--- config.mk ---
export PLATFORM = sky130hd
export DESIGN_NAME = bpu_event_trig
export DESIGN_NICKNAME = d
export VERILOG_FILES = /design/src/bpu_event_trig.v /design/src/bpu_trig_sel.v
export VERILOG_INCLUDE_DIRS = /design/src /design/src/src
export SDC_FILE = /design/constraint.sdc
export NUM_CORES = 1
export LEC_CHECK = 0
export BUFFER_PORTS_ARGS = -buffer_cell sky130_fd_sc_hd__buf_2
export CORE_MARGIN = 2
export CORE_UTILIZATION = 51
export DETAILED_ROUTE_END_ITERATION = 8
export PLACE_DENSITY = 0.78
export SETUP_SLACK_MARGIN = 0.02
export SLEW_MARGIN = 20
export SYNTH_ARGS = -nofsm -noshare
export SYNTH_HDL_FRONTEND = slang
export SYNTH_HIERARCHICAL = 1
export SYNTH_SLANG_ARGS = --single-unit
--- constraint.sdc ---
create_clock -name core_clk -period 2 [get_ports core_clk]
set_input_delay 0.1 -clock core_clk [delete_from_list [all_inputs] [get_ports core_clk]]
set_output_delay 0.1 -clock core_clk [all_outputs]
set_load 0.005 [all_outputs]
--- src/bpu_event_map.vh ---
// Register map, field positions and codes of the event flag and converter trigger block.
//
// Functional notes
// A channel counting down that reaches its compare value sets its compare-down flag; writing 1 clears it.
// With compare equal to period on a down-counting channel the compare-down flag is not raised.
// A channel counting up that reaches its compare value sets its compare-up flag; writing 1 clears it.
// With compare equal to period on an up-counting channel the compare-up flag is not raised.
// In complementary mode the odd-channel compare flags act as a second flag set of the even channel.
// Channel 0 reaching its period sets the period-point flag in bit 8; writing 1 clears it.
// Channel 0 reaching zero sets the zero-point flag in bit 0; writing 1 clears it.
// Each of channels 0 to 3 has a trigger enable bit at 7, 15, 23 and 31; no trigger without it.
// Channel 3 source codes 0 to 4 pick channel 2 events, codes 8 and 9 channel 3 compare events.
// Channel 2 source codes 0 to 4 pick channel 2 zero, period, either, up and down compare.
// Channel 1 source codes 0 to 4 pick channel 0 events, codes 8 and 9 channel 1 compare events.
// Channel 0 source field uses the same encoding as channel 1.
// After reset the trigger select and the flag register read all zeros.
// Reserved source codes never produce a converter trigger.
// The interrupt request is high while any flag is set together with its enable bit.
// Compare-down and compare-up enables sit at bits 29:24 and 21:16 of the enable register.
// In up-down counting the period point is the centre point of the counting cycle.
`ifndef BPU_EVENT_MAP_VH
`define BPU_EVENT_MAP_VH

`define BPU_ADDR_W 12
`define BPU_OFS_IRQ_EN 12'h0E0
`define BPU_OFS_FLAGS 12'h0E8
`define BPU_OFS_PENDING 12'h0EC
`define BPU_OFS_TRG_SEL 12'h0F8

`define BPU_RST_VAL 32'h00000000
`define BPU_IRQ_EN_WMASK 32'h3F3F0101
`define BPU_TRG_SEL_WMASK 32'h8F8F8F8F

`define BPU_CMPD_LSB 24
`define BPU_CMPU_LSB 16
`define BPU_PRD_BIT 8
`define BPU_ZERO_BIT 0
`define BPU_TRG_FIELD_W 8
`define BPU_TRG_EN_BIT 7

`define BPU_TYPE_UP 2'h0
`define BPU_TYPE_DOWN 2'h1
`define BPU_TYPE_UPDOWN 2'h2

`define BPU_SRC_ZERO 4'h0
`define BPU_SRC_PRD 4'h1
`define BPU_SRC_ZERO_PRD 4'h2
`define BPU_SRC_UP 4'h3
`define BPU_SRC_DOWN 4'h4
`define BPU_SRC_PAIR_UP 4'h8
`define BPU_SRC_PAIR_DOWN 4'h9

`endif

--- src/bpu_event_trig.v ---
// Event flags, interrupt request and converter trigger select of the basic pulse unit.
//
// Added by the designer: the APB slave port.
`timescale 1ns/1ns
`include "bpu_event_map.vh"

module bpu_event_trig #(
  parameter NCH = 6,
  parameter NTRG = 4
) (
  input wire core_clk,
  input wire rst_n,
  input wire core_ce,
  input wire psel,
  input wire penable,
  input wire pwrite,
  input wire [11:0] paddr,
  input wire [31:0] pwdata,
  output reg [31:0] prdata,
  output wire pready,
  output wire pslverr,
  input wire [NCH-1:0] cmp_hit,
  input wire [NCH-1:0] cnt_down,
  input wire [NCH-1:0] cmp_eq_period,
  input wire [NCH-1:0] period_hit,
  input wire [NCH-1:0] zero_hit,
  input wire [2*NCH-1:0] cnt_type,
  input wire [NCH/2-1:0] comp_mode,
  output wire irq,
  output reg [NTRG-1:0] adc_trig
);

  // ----------------------------------------------------------------
  // Declarations
  // ----------------------------------------------------------------

  reg [NCH-1:0] cmpd_flag_q;
  reg [NCH-1:0] cmpd_flag_d;
  reg [NCH-1:0] cmpu_flag_q;
  reg [NCH-1:0] cmpu_flag_d;
  reg prd_flag_q;
  reg prd_flag_d;
  reg zero_flag_q;
  reg zero_flag_d;
  reg [31:0] irq_en_q;
  reg [31:0] irq_en_d;
  reg [31:0] trg_sel_q;
  reg [31:0] trg_sel_d;
  reg [31:0] rd_mux;
  reg [NTRG-1:0] adc_trig_d;
  reg irq_q;

  wire [NCH-1:0] up_evt;
  wire [NCH-1:0] down_evt;
  wire [NTRG-1:0] trg_hit;
  wire [31:0] flags_word;
  wire [31:0] pending_word;
  wire acc;
  wire wr_en;
  wire rd_setup;
  wire hit_irq_en;
  wire hit_flags;
  wire hit_pending;
  wire hit_trg_sel;
  wire mapped;
  wire [NCH-1:0] cmpd_clr;
  wire [NCH-1:0] cmpu_clr;
  wire prd_clr;
  wire zero_clr;

  // ----------------------------------------------------------------
  // Bus decode
  // ----------------------------------------------------------------

  // The slave never stretches a transfer, but while the clock enable is
  // low it holds pready low so that no access completes against frozen state.
  assign pready = core_ce;
  assign acc = psel & penable & core_ce;
  assign wr_en = acc & pwrite;
  assign rd_setup = psel & ~penable & ~pwrite & core_ce;

  assign hit_irq_en = (paddr == `BPU_OFS_IRQ_EN);
  assign hit_flags = (paddr == `BPU_OFS_FLAGS);
  assign hit_pending = (paddr == `BPU_OFS_PENDING);
  assign hit_trg_sel = (paddr == `BPU_OFS_TRG_SEL);
  assign mapped = hit_irq_en | hit_flags | hit_pending | hit_trg_sel;

  // Unmapped addresses answer with an error and leave every register alone.
  assign pslverr = psel & penable & ~mapped;

  // ----------------------------------------------------------------
  // Per-channel compare events
  // ----------------------------------------------------------------

  genvar i;
  generate
    for (i = 0; i < NCH; i = i + 1) begin : g_evt
      localparam integer EVEN = i - (i % 2);
      localparam integer ODD = i % 2;
      wire dir_down;
      wire [1:0] typ;
      wire block_up;
      wire block_down;
      // odd channel follows even counter
      assign dir_down = (ODD == 1 && comp_mode[i/2]) ? cnt_down[EVEN] : cnt_down[i];
      assign typ = cnt_type[2*i +: 2];
      // suppress up flag
      assign block_up = cmp_eq_period[i] & (typ == `BPU_TYPE_UP);
      // suppress down flag
      assign block_down = cmp_eq_period[i] & (typ == `BPU_TYPE_DOWN);
      // up-count compare event
      assign up_evt[i] = cmp_hit[i] & ~dir_down & ~block_up;
      // down-count compare event
      assign down_evt[i] = cmp_hit[i] & dir_down & ~block_down;
    end
  endgenerate

  // ----------------------------------------------------------------
  // Event flags
  // ----------------------------------------------------------------

  assign cmpd_clr = (wr_en & hit_flags) ? pwdata[`BPU_CMPD_LSB +: NCH] : {NCH{1'b0}};
  assign cmpu_clr = (wr_en & hit_flags) ? pwdata[`BPU_CMPU_LSB +: NCH] : {NCH{1'b0}};
  assign prd_clr = wr_en & hit_flags & pwdata[`BPU_PRD_BIT];
  assign zero_clr = wr_en & hit_flags & pwdata[`BPU_ZERO_BIT];

  // A flag that is set in the same cycle as its clearing write stays set,
  // so software never loses an event it has not yet seen.
  always @* begin
    // sticky down flags
    cmpd_flag_d = (cmpd_flag_q & ~cmpd_clr) | down_evt;
    // sticky up flags
    cmpu_flag_d = (cmpu_flag_q & ~cmpu_clr) | up_evt;
    // period point flag
    prd_flag_d = (prd_flag_q & ~prd_clr) | period_hit[0];
    // zero point flag
    zero_flag_d = (zero_flag_q & ~zero_clr) | zero_hit[0];
  end

  always @(posedge core_clk) begin
    if (!rst_n) begin
      // flags clear at reset
      cmpd_flag_q <= {NCH{1'b0}};
      cmpu_flag_q <= {NCH{1'b0}};
      prd_flag_q <= 1'b0;
      zero_flag_q <= 1'b0;
    end else if (core_ce) begin
      cmpd_flag_q <= cmpd_flag_d;
      cmpu_flag_q <= cmpu_flag_d;
      prd_flag_q <= prd_flag_d;
      zero_flag_q <= zero_flag_d;
    end
  end

  // period strobe marks centre point in up-down mode
  assign flags_word = {{(32 - `BPU_CMPD_LSB - NCH){1'b0}}, cmpd_flag_q,
                       {(`BPU_CMPD_LSB - `BPU_CMPU_LSB - NCH){1'b0}}, cmpu_flag_q,
                       {(`BPU_CMPU_LSB - `BPU_PRD_BIT - 1){1'b0}}, prd_flag_q,
                       {(`BPU_PRD_BIT - `BPU_ZERO_BIT - 1){1'b0}}, zero_flag_q};

  // ----------------------------------------------------------------
  // Interrupt enable and request
  // ----------------------------------------------------------------

  always @* begin
    irq_en_d = irq_en_q;
    if (wr_en && hit_irq_en) begin
      // enable layout mirrors flags
      irq_en_d = pwdata & `BPU_IRQ_EN_WMASK;
    end
  end

  always @(posedge core_clk) begin
    if (!rst_n) begin
      irq_en_q <= `BPU_RST_VAL;
    end else if (core_ce) begin
      irq_en_q <= irq_en_d;
    end
  end

  assign pending_word = flags_word & irq_en_q;

  // The request is registered so that it never glitches with the flag logic;
  // it is built from the next flag and enable values, so it changes on the same edge as the flag.
  always @(posedge core_clk) begin
    if (!rst_n) begin
      irq_q <= 1'b0;
    end else if (core_ce) begin
      // any enabled flag raises request
      irq_q <= |(flags_word_next_masked(cmpd_flag_d, cmpu_flag_d, prd_flag_d,
                                        zero_flag_d) & irq_en_d);
    end
  end

  assign irq = irq_q;

  function [31:0] flags_word_next_masked;
    input [NCH-1:0] dn;
    input [NCH-1:0] up;
    input prd;
    input zero;
    begin
      flags_word_next_masked = `BPU_RST_VAL;
      flags_word_next_masked[`BPU_CMPD_LSB +: NCH] = dn;
      flags_word_next_masked[`BPU_CMPU_LSB +: NCH] = up;
      flags_word_next_masked[`BPU_PRD_BIT] = prd;
      flags_word_next_masked[`BPU_ZERO_BIT] = zero;
    end
  endfunction

  // ----------------------------------------------------------------
  // Converter trigger select
  // ----------------------------------------------------------------

  always @* begin
    trg_sel_d = trg_sel_q;
    if (wr_en && hit_trg_sel) begin
      // Reserved bits are not stored and read back as zero.
      trg_sel_d = pwdata & `BPU_TRG_SEL_WMASK;
    end
  end

  always @(posedge core_clk) begin
    if (!rst_n) begin
      // triggers disabled at reset
      trg_sel_q <= `BPU_RST_VAL;
    end else if (core_ce) begin
      trg_sel_q <= trg_sel_d;
    end
  end

  genvar t;
  generate
    for (t = 0; t < NTRG; t = t + 1) begin : g_trg
      localparam integer BASE = t - (t % 2);
      localparam integer PAIR = BASE + 1;
      // Channel 2 has no codes for channel 3 events, so its high codes idle.
      localparam integer PAIRED = (t == 2) ? 0 : 1;
      // per-channel source decode
      bpu_trig_sel #(
        .HAS_PAIR(PAIRED)
      ) u_sel (
        .trg_en(trg_sel_q[t*`BPU_TRG_FIELD_W + `BPU_TRG_EN_BIT]),
        .trg_src(trg_sel_q[t*`BPU_TRG_FIELD_W +: 4]),
        .base_zero(zero_hit[BASE]),
        .base_prd(period_hit[BASE]),
        .base_up(up_evt[BASE]),
        .base_down(down_evt[BASE]),
        .pair_up(up_evt[PAIR]),
        .pair_down(down_evt[PAIR]),
        .trg_hit(trg_hit[t])
      );
    end
  endgenerate

  // Trigger pulses are registered: one cycle after the event, one cycle wide.
  always @* begin
    adc_trig_d = trg_hit;
  end

  always @(posedge core_clk) begin
    if (!rst_n) begin
      adc_trig <= {NTRG{1'b0}};
    end else if (core_ce) begin
      // enabled triggers only
      adc_trig <= adc_trig_d;
    end else begin
      // A frozen block must not repeat a trigger pulse for every stalled cycle.
      adc_trig <= {NTRG{1'b0}};
    end
  end

  // ----------------------------------------------------------------
  // Read data
  // ----------------------------------------------------------------

  always @* begin
    rd_mux = `BPU_RST_VAL;
    case (paddr)
      `BPU_OFS_IRQ_EN: rd_mux = irq_en_q;
      `BPU_OFS_FLAGS: rd_mux = flags_word;
      `BPU_OFS_PENDING: rd_mux = pending_word;
      `BPU_OFS_TRG_SEL: rd_mux = trg_sel_q;
      default: rd_mux = `BPU_RST_VAL;
    endcase
  end

  // Read data is captured in the setup cycle, so a read shows the state
  // of the cycle before the access phase.
  always @(posedge core_clk) begin
    if (!rst_n) begin
      prdata <= `BPU_RST_VAL;
    end else if (rd_setup) begin
      prdata <= rd_mux;
    end
  end

endmodule

--- src/bpu_trig_sel.v ---
// Source decode of one converter trigger channel.
`timescale 1ns/1ns
`include "bpu_event_map.vh"

module bpu_trig_sel #(
  parameter HAS_PAIR = 1
) (
  input wire trg_en,
  input wire [3:0] trg_src,
  input wire base_zero,
  input wire base_prd,
  input wire base_up,
  input wire base_down,
  input wire pair_up,
  input wire pair_down,
  output reg trg_hit
);

  reg sel_evt;

  always @* begin
    sel_evt = 1'b0;
    case (trg_src)
      `BPU_SRC_ZERO: sel_evt = base_zero;
      `BPU_SRC_PRD: sel_evt = base_prd;
      `BPU_SRC_ZERO_PRD: sel_evt = base_zero | base_prd;
      `BPU_SRC_UP: sel_evt = base_up;
      `BPU_SRC_DOWN: sel_evt = base_down;
      `BPU_SRC_PAIR_UP: sel_evt = (HAS_PAIR != 0) & pair_up;
      `BPU_SRC_PAIR_DOWN: sel_evt = (HAS_PAIR != 0) & pair_down;
      // reserved codes idle
      default: sel_evt = 1'b0;
    endcase
    // enable gates trigger
    trg_hit = trg_en & sel_evt;
  end

endmodule

[Word-level counts from Yosys, hierarchy flattened]
Cells that the tools add are included.
Operators by class
  reduce and logical (&&, ||, !) cells: 15
  equality and inequality tests: 32
  bitwise operators: 90
  divide/modulo/power cells: 0
  multiply operators: 0
  add/sub/neg operators: 0
  multiplexer cells: 11
  shifts and indexed selects: 0
  order comparisons: 0
Operators with widths (count)
  one-hot mux 32 bit (4 select lines): 1
  bitwise AND 30 x 32 -> 32 bit: 2
  bitwise AND 1 bit: 52
  equality test 12 x 8 -> 1 bit (second input constant): 4
  equality test 4 x 2 -> 1 bit (second input constant): 8
  2-to-1 mux 32 bit: 1
  OR reduction 32 bit: 1
  equality test 4 bit (second input constant): 6
  NOT 1 bit: 23
  one-hot mux 1 bit (7 select lines): 3
  equality test 4 x 1 -> 1 bit (second input constant): 4
  equality test 4 x 3 -> 1 bit (second input constant): 4
  logical NOT 4 bit: 4
  bitwise AND 6 bit: 2
  equality test 2 x 1 -> 1 bit (second input constant): 6
  logical NOT 2 bit: 6
  2-to-1 mux 6 bit: 2
  NOT 6 bit: 2
  bitwise OR 6 bit: 2
  bitwise OR 1 bit: 7
  one-hot mux 1 bit (5 select lines): 1
  AND reduction 2 bit: 2
  2-to-1 mux 1 bit: 3
  logical AND 1 bit: 2
Storage, ports and cells
  memories: 0
  bits in registers: 103
  RAM bits: 0
  bits in read-only memories: 0
  bits of input ports: 95
  output and inout bits: 39
  latch bits: 0
  word-level logic and storage cells: 157

[Depth between registers and ports, before layout]
Gate-level depths: netlist (run 1).
  depth in word-level cells: 10
  gate-level depth with buffers: 8
  mapped depth without buffers: 7

[Hierarchy]
Netlist (run 1), hierarchy kept.
By module, submodules not included
  bpu_event_trig: instances 1, seq. area each 1541.5 um2, cells each 418, area each 3888.7 um2
  bpu_trig_sel (g_trg[0].u_sel ...): instances 3, seq. area each 0.0 um2, cells each 14, area each 98.8 um2
  bpu_trig_sel (g_trg[2].u_sel): instances 1, seq. area each 0.0 um2, cells each 7, area each 50.0 um2

[Least setup slack after synthesis (run 1)]
Ideal clock, no wire load.
  kind: input to register
  start: input port paddr[1]
  end: register irq_q, in the netlist irq
  setup slack: 245 ps
  required time: 1869 ps
  arrival: 1623 ps
  buffers on the path: 2
  stages: 8
  path through: nor4_2 > and4_1 > buf_2 > buf_6 > mux2i_1 > o32ai_1 > nor4_1 > a31oi_1
Between the ends
  cells in the longest elaborated chain, start to end: 8
Ends and longest elaborated chain
  start: declaration: RTL line bpu_event_trig.v:17  | input wire [11:0] paddr,
  equality test 12 x 8 -> 1 bit
  bitwise AND 1 bit
  bitwise AND 1 bit (tied with other cells): RTL line bpu_event_trig.v:125  | assign zero_clr = wr_en & hit_flags & pwdata[`BPU_ZERO_BIT];
  NOT 1 bit (tied with other cells): RTL line bpu_event_trig.v:137  | zero_flag_d = (zero_flag_q & ~zero_clr) | zero_hit[0];
  bitwise AND 1 bit (tied with other cells): RTL line bpu_event_trig.v:137
  bitwise OR 1 bit (tied with other cells): RTL line bpu_event_trig.v:137
  bitwise AND 30 x 32 -> 32 bit *: RTL line bpu_event_trig.v:191  | zero_flag_d) & irq_en_d);
  OR reduction 32 bit *: RTL line bpu_event_trig.v:190  | irq_q <= |(flags_word_next_masked(cmpd_flag_d, cmpu_flag_d, prd_flag_d,
  end signal: assignment: RTL line bpu_event_trig.v:190
  end: declaration: RTL line bpu_event_trig.v:51  | reg irq_q;
Every way passes the cells marked *; elsewhere a longest branch is shown, timed or not.
A chain may end at the register's enable or synchronous reset.

[Worst setup path in the final report (run 1)]
  start: input port paddr[1]
  end: output port pslverr
Between the ends
  cells in the longest elaborated chain, start to end: 6
Ends and longest elaborated chain
  equality test 12 x 8 -> 1 bit
  bitwise OR 1 bit (2 in a row): RTL line bpu_event_trig.v:86  | assign mapped = hit_irq_en | hit_flags | hit_pending | hit_trg_sel;
  bitwise OR 1 bit *: RTL line bpu_event_trig.v:86
  NOT 1 bit *: RTL line bpu_event_trig.v:89  | assign pslverr = psel & penable & ~mapped;
  bitwise AND 1 bit *: RTL line bpu_event_trig.v:89
  end: declaration: RTL line bpu_event_trig.v:21  | output wire pslverr,
Marks and branches as above.

==> results of run 1 <==
[report_power, final]
part,internal (mW),switching [mW]
registers,1.55,0.0170
logic,0.142,0.157
clock network,0.983,0.554
[worst max path at each step]
stage | start | to | slack, ns | depth (start not counted)
floorplan | paddr[1] | irq | 0.25 | 8
global placement | paddr[1] | irq | 0.09 | 8
detailed placement | paddr[1] | irq | 0.03 | 8
CTS | paddr[1] | pslverr | 0.34 | 7
global route | paddr[1] | pslverr | 0.26 | 7
finish | paddr[1] | pslverr | 0.33 | 7
[flip-flops by register name (all words and copies together) (netlist names)]
| name | flops |
|---|---|
| zero_flag_q | 1 |
| trg_sel_q | 20 |
| adc_trig | 4 |
| prd_flag_q | 1 |
| cmpu_flag_q | 6 |
| irq_en_q | 14 |
| irq | 1 |
| prdata | 24 |
| cmpd_flag_q | 6 |
[per-layer routing]
metal,up-vias,global-route usage
li1,1898,-
met1,1883,0.3361
met3,13,0.05138
met2,135,0.4096
met5,-,0
met4,0,0.09058
[layout by cell type, fill, tap and decap left out, drive strengths merged, types with 5 or more instances in the layout]
cell type,instances
buf,129
dfxtp,77
nor2b,62
mux2i,36
nand2,36
a21boi,31
nor2,16
a31oi,14
a22oi,14
nor3b,13
inv,11
nand3,11
clkbuf,11
o21ai,10
a21oi,9
o2bb2ai,8
conb,8
nand2b,6
and3,5
nor4,5
[worst max-delay path, stage by stage]
cell                     delay [ns]
sky130_fd_sc_hd__buf_2         0.11
sky130_fd_sc_hd__or4_4         0.57
sky130_fd_sc_hd__nor3_2        0.16
sky130_fd_sc_hd__and3_1        0.26
sky130_fd_sc_hd__buf_4         0.18
sky130_fd_sc_hd__nor4_1        0.06
sky130_fd_sc_hd__buf_2         0.12
[cell type report]
| type | count | area, sq um | area share |
|---|---|---|---|
| clock buffers | 11 | 141.4 | 0.02720 |
| inverters | 11 | 41.29 | 0.007944 |
| multi-input cells | 350 | 2451 | 0.4716 |
| flip-flops and latches | 77 | 1541 | 0.2966 |
| repair buffers | 129 | 770.7 | 0.1483 |
| clock inverters | 4 | 120.1 | 0.02311 |
| well taps | 105 | 131.4 | 0.02528 |
[logic make-up after synthesis]
kind of cell           count (synthesis)  share of synthesized area
multiplexers                          38                    0.09040
flip-flops                            77                     0.3640
buffers and inverters                 47                    0.06499
AND/OR/NAND/NOR                      179                     0.2582
AO/OA/AOI/OAI                        125                     0.2216
other                                  1                  0.0008854
==> summary by stage, run 1 <==
Run status
The run finished with clean final reports.

Hold path
The end of the worst hold path is trg_sel_q[9]. The hold path depth is 3. The path class of the lowest-slack min-delay path is in -> reg. The startpoint identified for the worst hold timing path is pwdata[9].

Setup path
Measured in cells, the most critical reg-to-reg path has a length of 6. The element type at the critical path start is an input port. The category of the worst setup path capture point is an output pin.

Data on the critical path arrives at its endpoint at 1.57 ns. The launch point of the worst reg-to-reg path is cmpu_flag_q[5]. At the worst endpoint, the required time is 1.90 ns. The worst flop-to-flop path endpoint is irq.

The setup slack on the worst flop-to-flop path is 0.70 ns. The type of the setup path with the least slack is in -> out. Along the worst path, the maximum fanout reaches 7.

Global routing
The via count of the first global-routing pass is 3714. The number of antenna violations at the first check in global routing is 0. The global routing usage summed across all routing layers is 0.2537. The first global-routing pass estimated 17790 microns of wire.

Entering global routing, the biggest net connects 58 pins. For this run the aggregate overflow at the end of global routing stands at 0.

Place
Counting tap cells, the placed design contains a total of 672 instances. The cell area reported after detailed placement is 0.004936 sq mm. The number of buffers inserted by port buffering is 109. Before CTS, the worst setup slack after placement is 0.03441 ns. The congestion estimate from routability-driven global placement came to 0.8476. The HPWL reported at the end of detailed placement is 8160 microns.

Yosys
Synthesis produced 467 cells. The post-synthesis async set-or-reset flop share is 0. During synthesis, Yosys emitted a total of 6 warnings. The count of flip-flops with a built-in enable after synthesis is 0.

The post-synthesis cell area is 0.004235 sq mm. The commonest cells after synthesis are sky130_fd_sc_hd__dfxtp_1, sky130_fd_sc_hd__nor2b_1, sky130_fd_sc_hd__mux2i_1, sky130_fd_sc_hd__nand2_1, sky130_fd_sc_hd__clkbuf_1. The number of distinct library cells after synthesis is 65. The share of the Yosys chip area taken by registers is 0.3640. The post-synthesis area per instance is 9.069 sq um. After synthesis, the cell types taking the most area are sky130_fd_sc_hd__dfxtp_1, sky130_fd_sc_hd__mux2i_1, sky130_fd_sc_hd__nor2b_1. The commonest register cell after synthesis is sky130_fd_sc_hd__dfxtp_1. The number of synthesized register bits is 77. The post-synthesis cell type with the largest combined area is sky130_fd_sc_hd__dfxtp_1. By instance count, the leading cell after synthesis is sky130_fd_sc_hd__dfxtp_1. The share of synthesized area in the top cell type comes to 0.3640.

Detailed routing
The routed design uses 785 microns of met3 wire. The DRC violations left is 0. The antenna violation net count after detailed routing is 0.

Dividing the detail-routed via count by the number of cells gives 5.719. Summed over all layers, the routed wires come to 11260 microns. After the first detailed-routing iteration, the DRC count stood at 237. The routed length on met2 is 5376 microns. In the final routing, the length of wire on met1 measures 4939 microns. The top routing layer in use is met4. The pre-antenna-repair detailed-routing pass consisted of 4 iterations.

The detailed-route wire length per cell is 16.39 microns. The number of vias after detailed routing is 3929.

Final layout
Counting the fill cells in the layout gives 689. For this run, the number of standard cells in the final layout without fillers is 687. From synthesis to final layout, the design area changed by 22.72%. The final design instance area without fill is 0.005197 sq mm. In the final layout, the share of cells above drive strength 1 is 0.2818. The final-stage net count is 673.

0 antenna diodes ended up in the layout. The final core utilization is 0.6390.

Timing
The number of max-slew violations in the final report is 0. Once routing completed, OpenROAD measured the worst setup slack at 0.3306 ns. Setup repair after global routing left no endpoint under its margin.

The minimum hold slack is 0.01490 ns. The final critical path time including I/O delays and setup is 1.669 ns. The clock tree skew after final layout is 0.006886 ns.

Setup violations remaining at the end of the flow were counted as 0. For this run, the top clock speed supported by timing is 0.5990 GHz. Setup total negative slack on the finished layout was measured at 0 ns. The transition time of the tightest slew-check pin is 0.5718 ns. The remaining max-slew budget at the tightest pin is 0.6170. The final clock period utilization by the worst path is 0.8347. The final count of hold timing violations is 0.

CTS
The TritonCTS buffer count is 9. Gates resized during post-CTS repair numbered 0. TritonCTS built the clock tree. The clock reaches the later pin of the worst-skew pair after 0.35 ns. For this design, the sink count on the clock tree is 77.

The longest clock path from root to sink contains 2 buffers. The post-CTS setup-driven buffer insertion count is 0. The clock-pin transition on the worst setup and hold timing paths is 0.08 ns. The number of hold-repair buffers added at the cts stage is 0. The cell sitting at the root of the clock tree is a sky130_fd_sc_hd__clkbuf_8. CTS built an H-tree with a depth of 3.

Die
The die covers 0.009050 sq mm. The die is 95.13 microns wide. The number of placed I/O pins is 134.

The height of the die is 95.13 microns. The initial utilization of the core area, before any placement, comes to 0.5207. The total core area is 0.008134 sq mm. After floorplanning, the core was divided into 33 placement rows.

Pwr
The maximum VDD drop is 0.4519 mV. The total leakage power is 2.019 nW. The design draws 3.404 mW. The power density over the cells is 654.9 mW/mm^2.

Run
The number of max-cap violations is 0.
No activity file was read; power rests on OpenSTA's default activity.
==> inputs of run 2 (changes only) <==
Settings changed: ABC_AREA set to 1, CORE_UTILIZATION 51 to 52, PLACE_DENSITY 0.78 to 0.79.
Clock period 2 ns to 1.6 ns, I/O delays scaled along.
==> summary by stage, run 2 <==
Run status
Status: finished clean (unchanged).

Detailed routing
The number of DRC markers after the initial detailed-route iteration is 256 (was 237). The sum of routed wire length over all layers came to 12450 microns (was 11260 microns). The antenna violation net count after detailed routing is 0 (unchanged). The DRC violations left is 0 (unchanged). The detailed-route wire length per cell is 13.56 microns (was 16.39 microns).

The number of vias after detailed routing is 4878 (was 3929). The number of iterations in the first detailed-routing pass is 5 (was 4). The post-detailed-route via-to-cell ratio is 5.314 (was 5.719).

CTS
The clock tree from TritonCTS is built (unchanged). The clock-pin transition on the worst setup and hold timing paths is 0.09 ns (was 0.08 ns). The clock latency on the worst-skew pair is 0.36 ns (was 0.35 ns). The post-CTS setup-driven buffer insertion count is 0 (unchanged). The number of buffers between clock root and the deepest sink is 2 (unchanged).

The TritonCTS buffer count is 9 (unchanged). The number of sinks driven by the clock tree came to 77 (unchanged). The maximum level of the CTS H-tree was 3 (unchanged). The cell at the root of the clock tree is sky130_fd_sc_hd__clkbuf_8 (unchanged).

Final layout
The most common cell after layout, fill and taps aside is sky130_fd_sc_hd__nand2_1 (was sky130_fd_sc_hd__buf_2). The number of filler cells placed in the layout is 767 (was 689). The multi-input combinational cell area is 0.002138 sq mm (was 0.002451 sq mm). The layout overhead on the synthesized area is 21.40% (was 22.72%). The number of antenna diodes is 0 (unchanged). The register with the highest flop count is prdata (unchanged). The number of flip-flops under the largest register name is 24 (unchanged). The final-stage net count was 903 (was 673). The filler-free cell count of the finished design is 918 (was 687). The footprint of the flip-flops and latches is 0.001541 sq mm (unchanged). Largest regs: prdata x24, trg_sel_q x20, irq_en_q x14 (unchanged). The fraction of final layout cells sized beyond drive strength 1 is 0.2030 (was 0.2818). Most frequent cells in the layout: sky130_fd_sc_hd__nand2_1, sky130_fd_sc_hd__inv_1, sky130_fd_sc_hd__buf_2, sky130_fd_sc_hd__dfxtp_1, sky130_fd_sc_hd__a21oi_1 (was sky130_fd_sc_hd__buf_2, sky130_fd_sc_hd__dfxtp_1, sky130_fd_sc_hd__nor2b_1, sky130_fd_sc_hd__mux2i_1, sky130_fd_sc_hd__nand2_1).

The final design instance area without fill was 0.005266 sq mm (was 0.005197 sq mm).

Global routing
The global routing usage summed across all routing layers is 0.2777 (was 0.2537). The wire length of the first global-routing pass is 19640 microns (was 17790 microns). The via count of the first global-routing pass is 4374 (was 3714). The maximum number of pins on one net before global-route repair is 42 (was 58). The number of antenna violations at the first check in global routing came to 0 (unchanged). The overflow left after global routing is 0 (unchanged).

Yosys
The most common cell in the synthesized netlist is sky130_fd_sc_hd__nand2_1 (was sky130_fd_sc_hd__dfxtp_1). Most common library cells after synthesis: sky130_fd_sc_hd__nand2_1, sky130_fd_sc_hd__inv_1, sky130_fd_sc_hd__dfxtp_1 (was sky130_fd_sc_hd__dfxtp_1, sky130_fd_sc_hd__nor2b_1, sky130_fd_sc_hd__mux2i_1, sky130_fd_sc_hd__nand2_1, sky130_fd_sc_hd__clkbuf_1). The share of Yosys cell area claimed by the top area cell type is 0.3554 (was 0.3640). The post-synthesis cell area is 0.004338 sq mm (was 0.004235 sq mm). The post-synthesis area per instance is 6.278 sq um (was 9.069 sq um). The number of distinct library cells after synthesis was 30 (was 65). The post-synthesis cell type with the largest combined area is sky130_fd_sc_hd__dfxtp_1 (unchanged). The count of flip-flops with a built-in enable after synthesis is 0 (unchanged). Top cells by area in the synthesized netlist: sky130_fd_sc_hd__dfxtp_1, sky130_fd_sc_hd__nand2_1, sky130_fd_sc_hd__inv_1 (was sky130_fd_sc_hd__dfxtp_1, sky130_fd_sc_hd__mux2i_1, sky130_fd_sc_hd__nor2b_1). The sequential fraction of the synthesis area is 0.3554 (was 0.3640).

The synthesized netlist cell count is 691 (was 467). The commonest register cell after synthesis is sky130_fd_sc_hd__dfxtp_1 (unchanged). The number of synthesized register bits is 77 (unchanged). The number of warnings reported in the yosys synthesis log is 6 (unchanged).

The post-synthesis async set-or-reset flop share was 0 (unchanged).

Die
The die footprint is 0.009089 sq mm (was 0.009050 sq mm). The die extent in x is 95.34 microns (was 95.13 microns). The height of the die is 95.34 microns (was 95.13 microns).

The initial core utilization is 0.5333 (was 0.5207). The number of placed I/O pins is 134 (unchanged). The number of rows in the core area was 33 (unchanged). The total core area is 0.008134 sq mm (unchanged).

Timing
The count of endpoints failing setup in the final report is 0 (unchanged). The final count of hold timing violations was 0 (unchanged). The setup slack of the critical path after layout was 0.2630 ns (was 0.3306 ns). The remaining max-slew budget at the tightest pin was 0.6355 (was 0.6170).

RSZ-0062 raised after global routing: no (unchanged). In the finished design, the share of the clock period the worst path needs comes to 0.8356. The minimum hold slack came to 0.002483 ns (was 0.01490 ns).

Counting I/O delays and the setup requirement, the final critical path takes 1.337 ns. The maximum clock rate is 0.7479 GHz. The clock tree skew after final layout is 0.01066 ns (was 0.006886 ns). The number of max-slew violations in the final report is 0 (unchanged). The transition time of the tightest slew-check pin was 0.5462 ns (was 0.5718 ns).

Run
The number of max-cap violations came to 0 (unchanged).

Setup path
The critical-path cell with the highest stage delay is sky130_fd_sc_hd__and2_1 (was sky130_fd_sc_hd__or4_4). The endpoint arrival time on the critical path is 1.26 ns (was 1.57 ns). The largest fanout of any net on the critical path is 14 (was 7).

The type of the setup path with the least slack is in -> out (unchanged). The category of the worst setup path capture point is an output pin (unchanged). The required time of the critical path is 1.52 ns (was 1.90 ns).

The element type at the critical path start is an input port (unchanged). CP Cell Sequence: buf_2, nor2_2, and2_1, buf_4, nand3_1, buf_4, nand4_1, nor2_1, buf_2 (was buf_2, or4_4, nor3_2, and3_1, buf_4, nor4_1, buf_2). The delay contributed by the slowest stage of the critical path is 0.21 ns (was 0.57 ns).

Pwr
The power density over the cells is 723.6 mW/mm^2 (was 654.9 mW/mm^2). The total leakage power was 2.454 nW (was 2.019 nW). The power dissipated by switching net loads is 1.093 mW (was 0.7283 mW).

The maximum VDD drop is 0.3837 mV (was 0.4519 mV). The share of total power in combinational logic was 0.117 (was 0.088). The cell internal power dissipation is 2.717 mW (was 2.676 mW). The clock power share was 0.365 (was 0.452). The proportion of total power due to net switching is 0.2868 (was 0.2140). The part of the total power dissipated in sequential elements is 0.518 (was 0.460).

Place
The global placement routability congestion is 0.9350 (was 0.8476). The cell area reported after detailed placement is 0.005050 sq mm (was 0.004936 sq mm). The number of placed cells counting well taps is 899 (was 672). The HPWL reported at the end of detailed placement was 8984 microns (was 8160 microns). The number of buffers inserted by port buffering is 109 (unchanged). The setup slack after placement is -0.02247 ns (was 0.03441 ns).

Hold path
The path class of the lowest-slack min-delay path is in -> reg (unchanged).
[run 2: path summary, 6_finish.rpt]
path / start / endpoint / slack, ns / depth (start not counted)
worst max register to register: trg_sel_q[10] / adc_trig[1] / 0.54 / 6
worst min register to register: trg_sel_q[15] / trg_sel_q[15] / 0.47 / 2
worst min-delay path: pwdata[15] / trg_sel_q[15] / 0.002 / 3
worst max-delay path: paddr[1] / pslverr / 0.26 / 9
[run 2: cells by family (layout without fill, tap and decap cells)]
kind of cell	count (synthesis)	count (layout)	synth area share
simple gates	284	284	0.2867
compound gates	166	166	0.1982
buf+inv	163	278	0.1589
flops	77	77	0.3554
other cells	1	8	0.0008645
[run 2: what timing repair did]
action / 4_1_cts / 5_1_grt
gates resized for setup: 0 / 1
endpoints found under the setup margin: 0 / 1
hold endpoints to repair: 3 / 0
hold buffers: 3 / 0
[run 2: critical path, delay by kind of cell]
| family | cells | cell delay [ns] |
|---|---|---|
| buffers and inverters | 4 | 0.59 |
| and+or+nand+nor | 5 | 0.58 |
[run 2: per-layer routing]
layer,vias to the layer above,GRT usage,routed length [microns]
li1,2434,-,-
met1,2232,0.3501,5221
met2,188,0.4671,6092
met3,24,0.04032,894
met4,0,0.1292,238
met5,-,0,0
[run 2: per-stage QoR]
stage                     power [mW]    util  TNS (ns)
after floorplan                2.261       -         0
after global routing           3.969  0.6474         0
after global placement         2.433  0.6208         0
final                          3.810  0.6474         0
after CTS                      3.826  0.6468         0
after detailed placement       2.451  0.6208  -0.04769
[run 2: layout make-up]
class                   count  share of cell area
clock buffers               9             0.02352
clock inverters             7             0.01093
inverters                 124             0.08838
multi-input cells         458              0.4060
flip-flops and latches     77              0.2927
well taps                 105             0.02495
repair buffers            138              0.1535
[run 2: power by group through the flow]
stage	Sequential, mW	Combinational [mW]	Clock [mW]
after floorplan	2.02	0.245	0
after global placement	2.02	0.415	0
after detailed placement	2.02	0.431	0
after CTS	1.97	0.440	1.41
after global routing	1.98	0.499	1.49
final	1.98	0.445	1.39
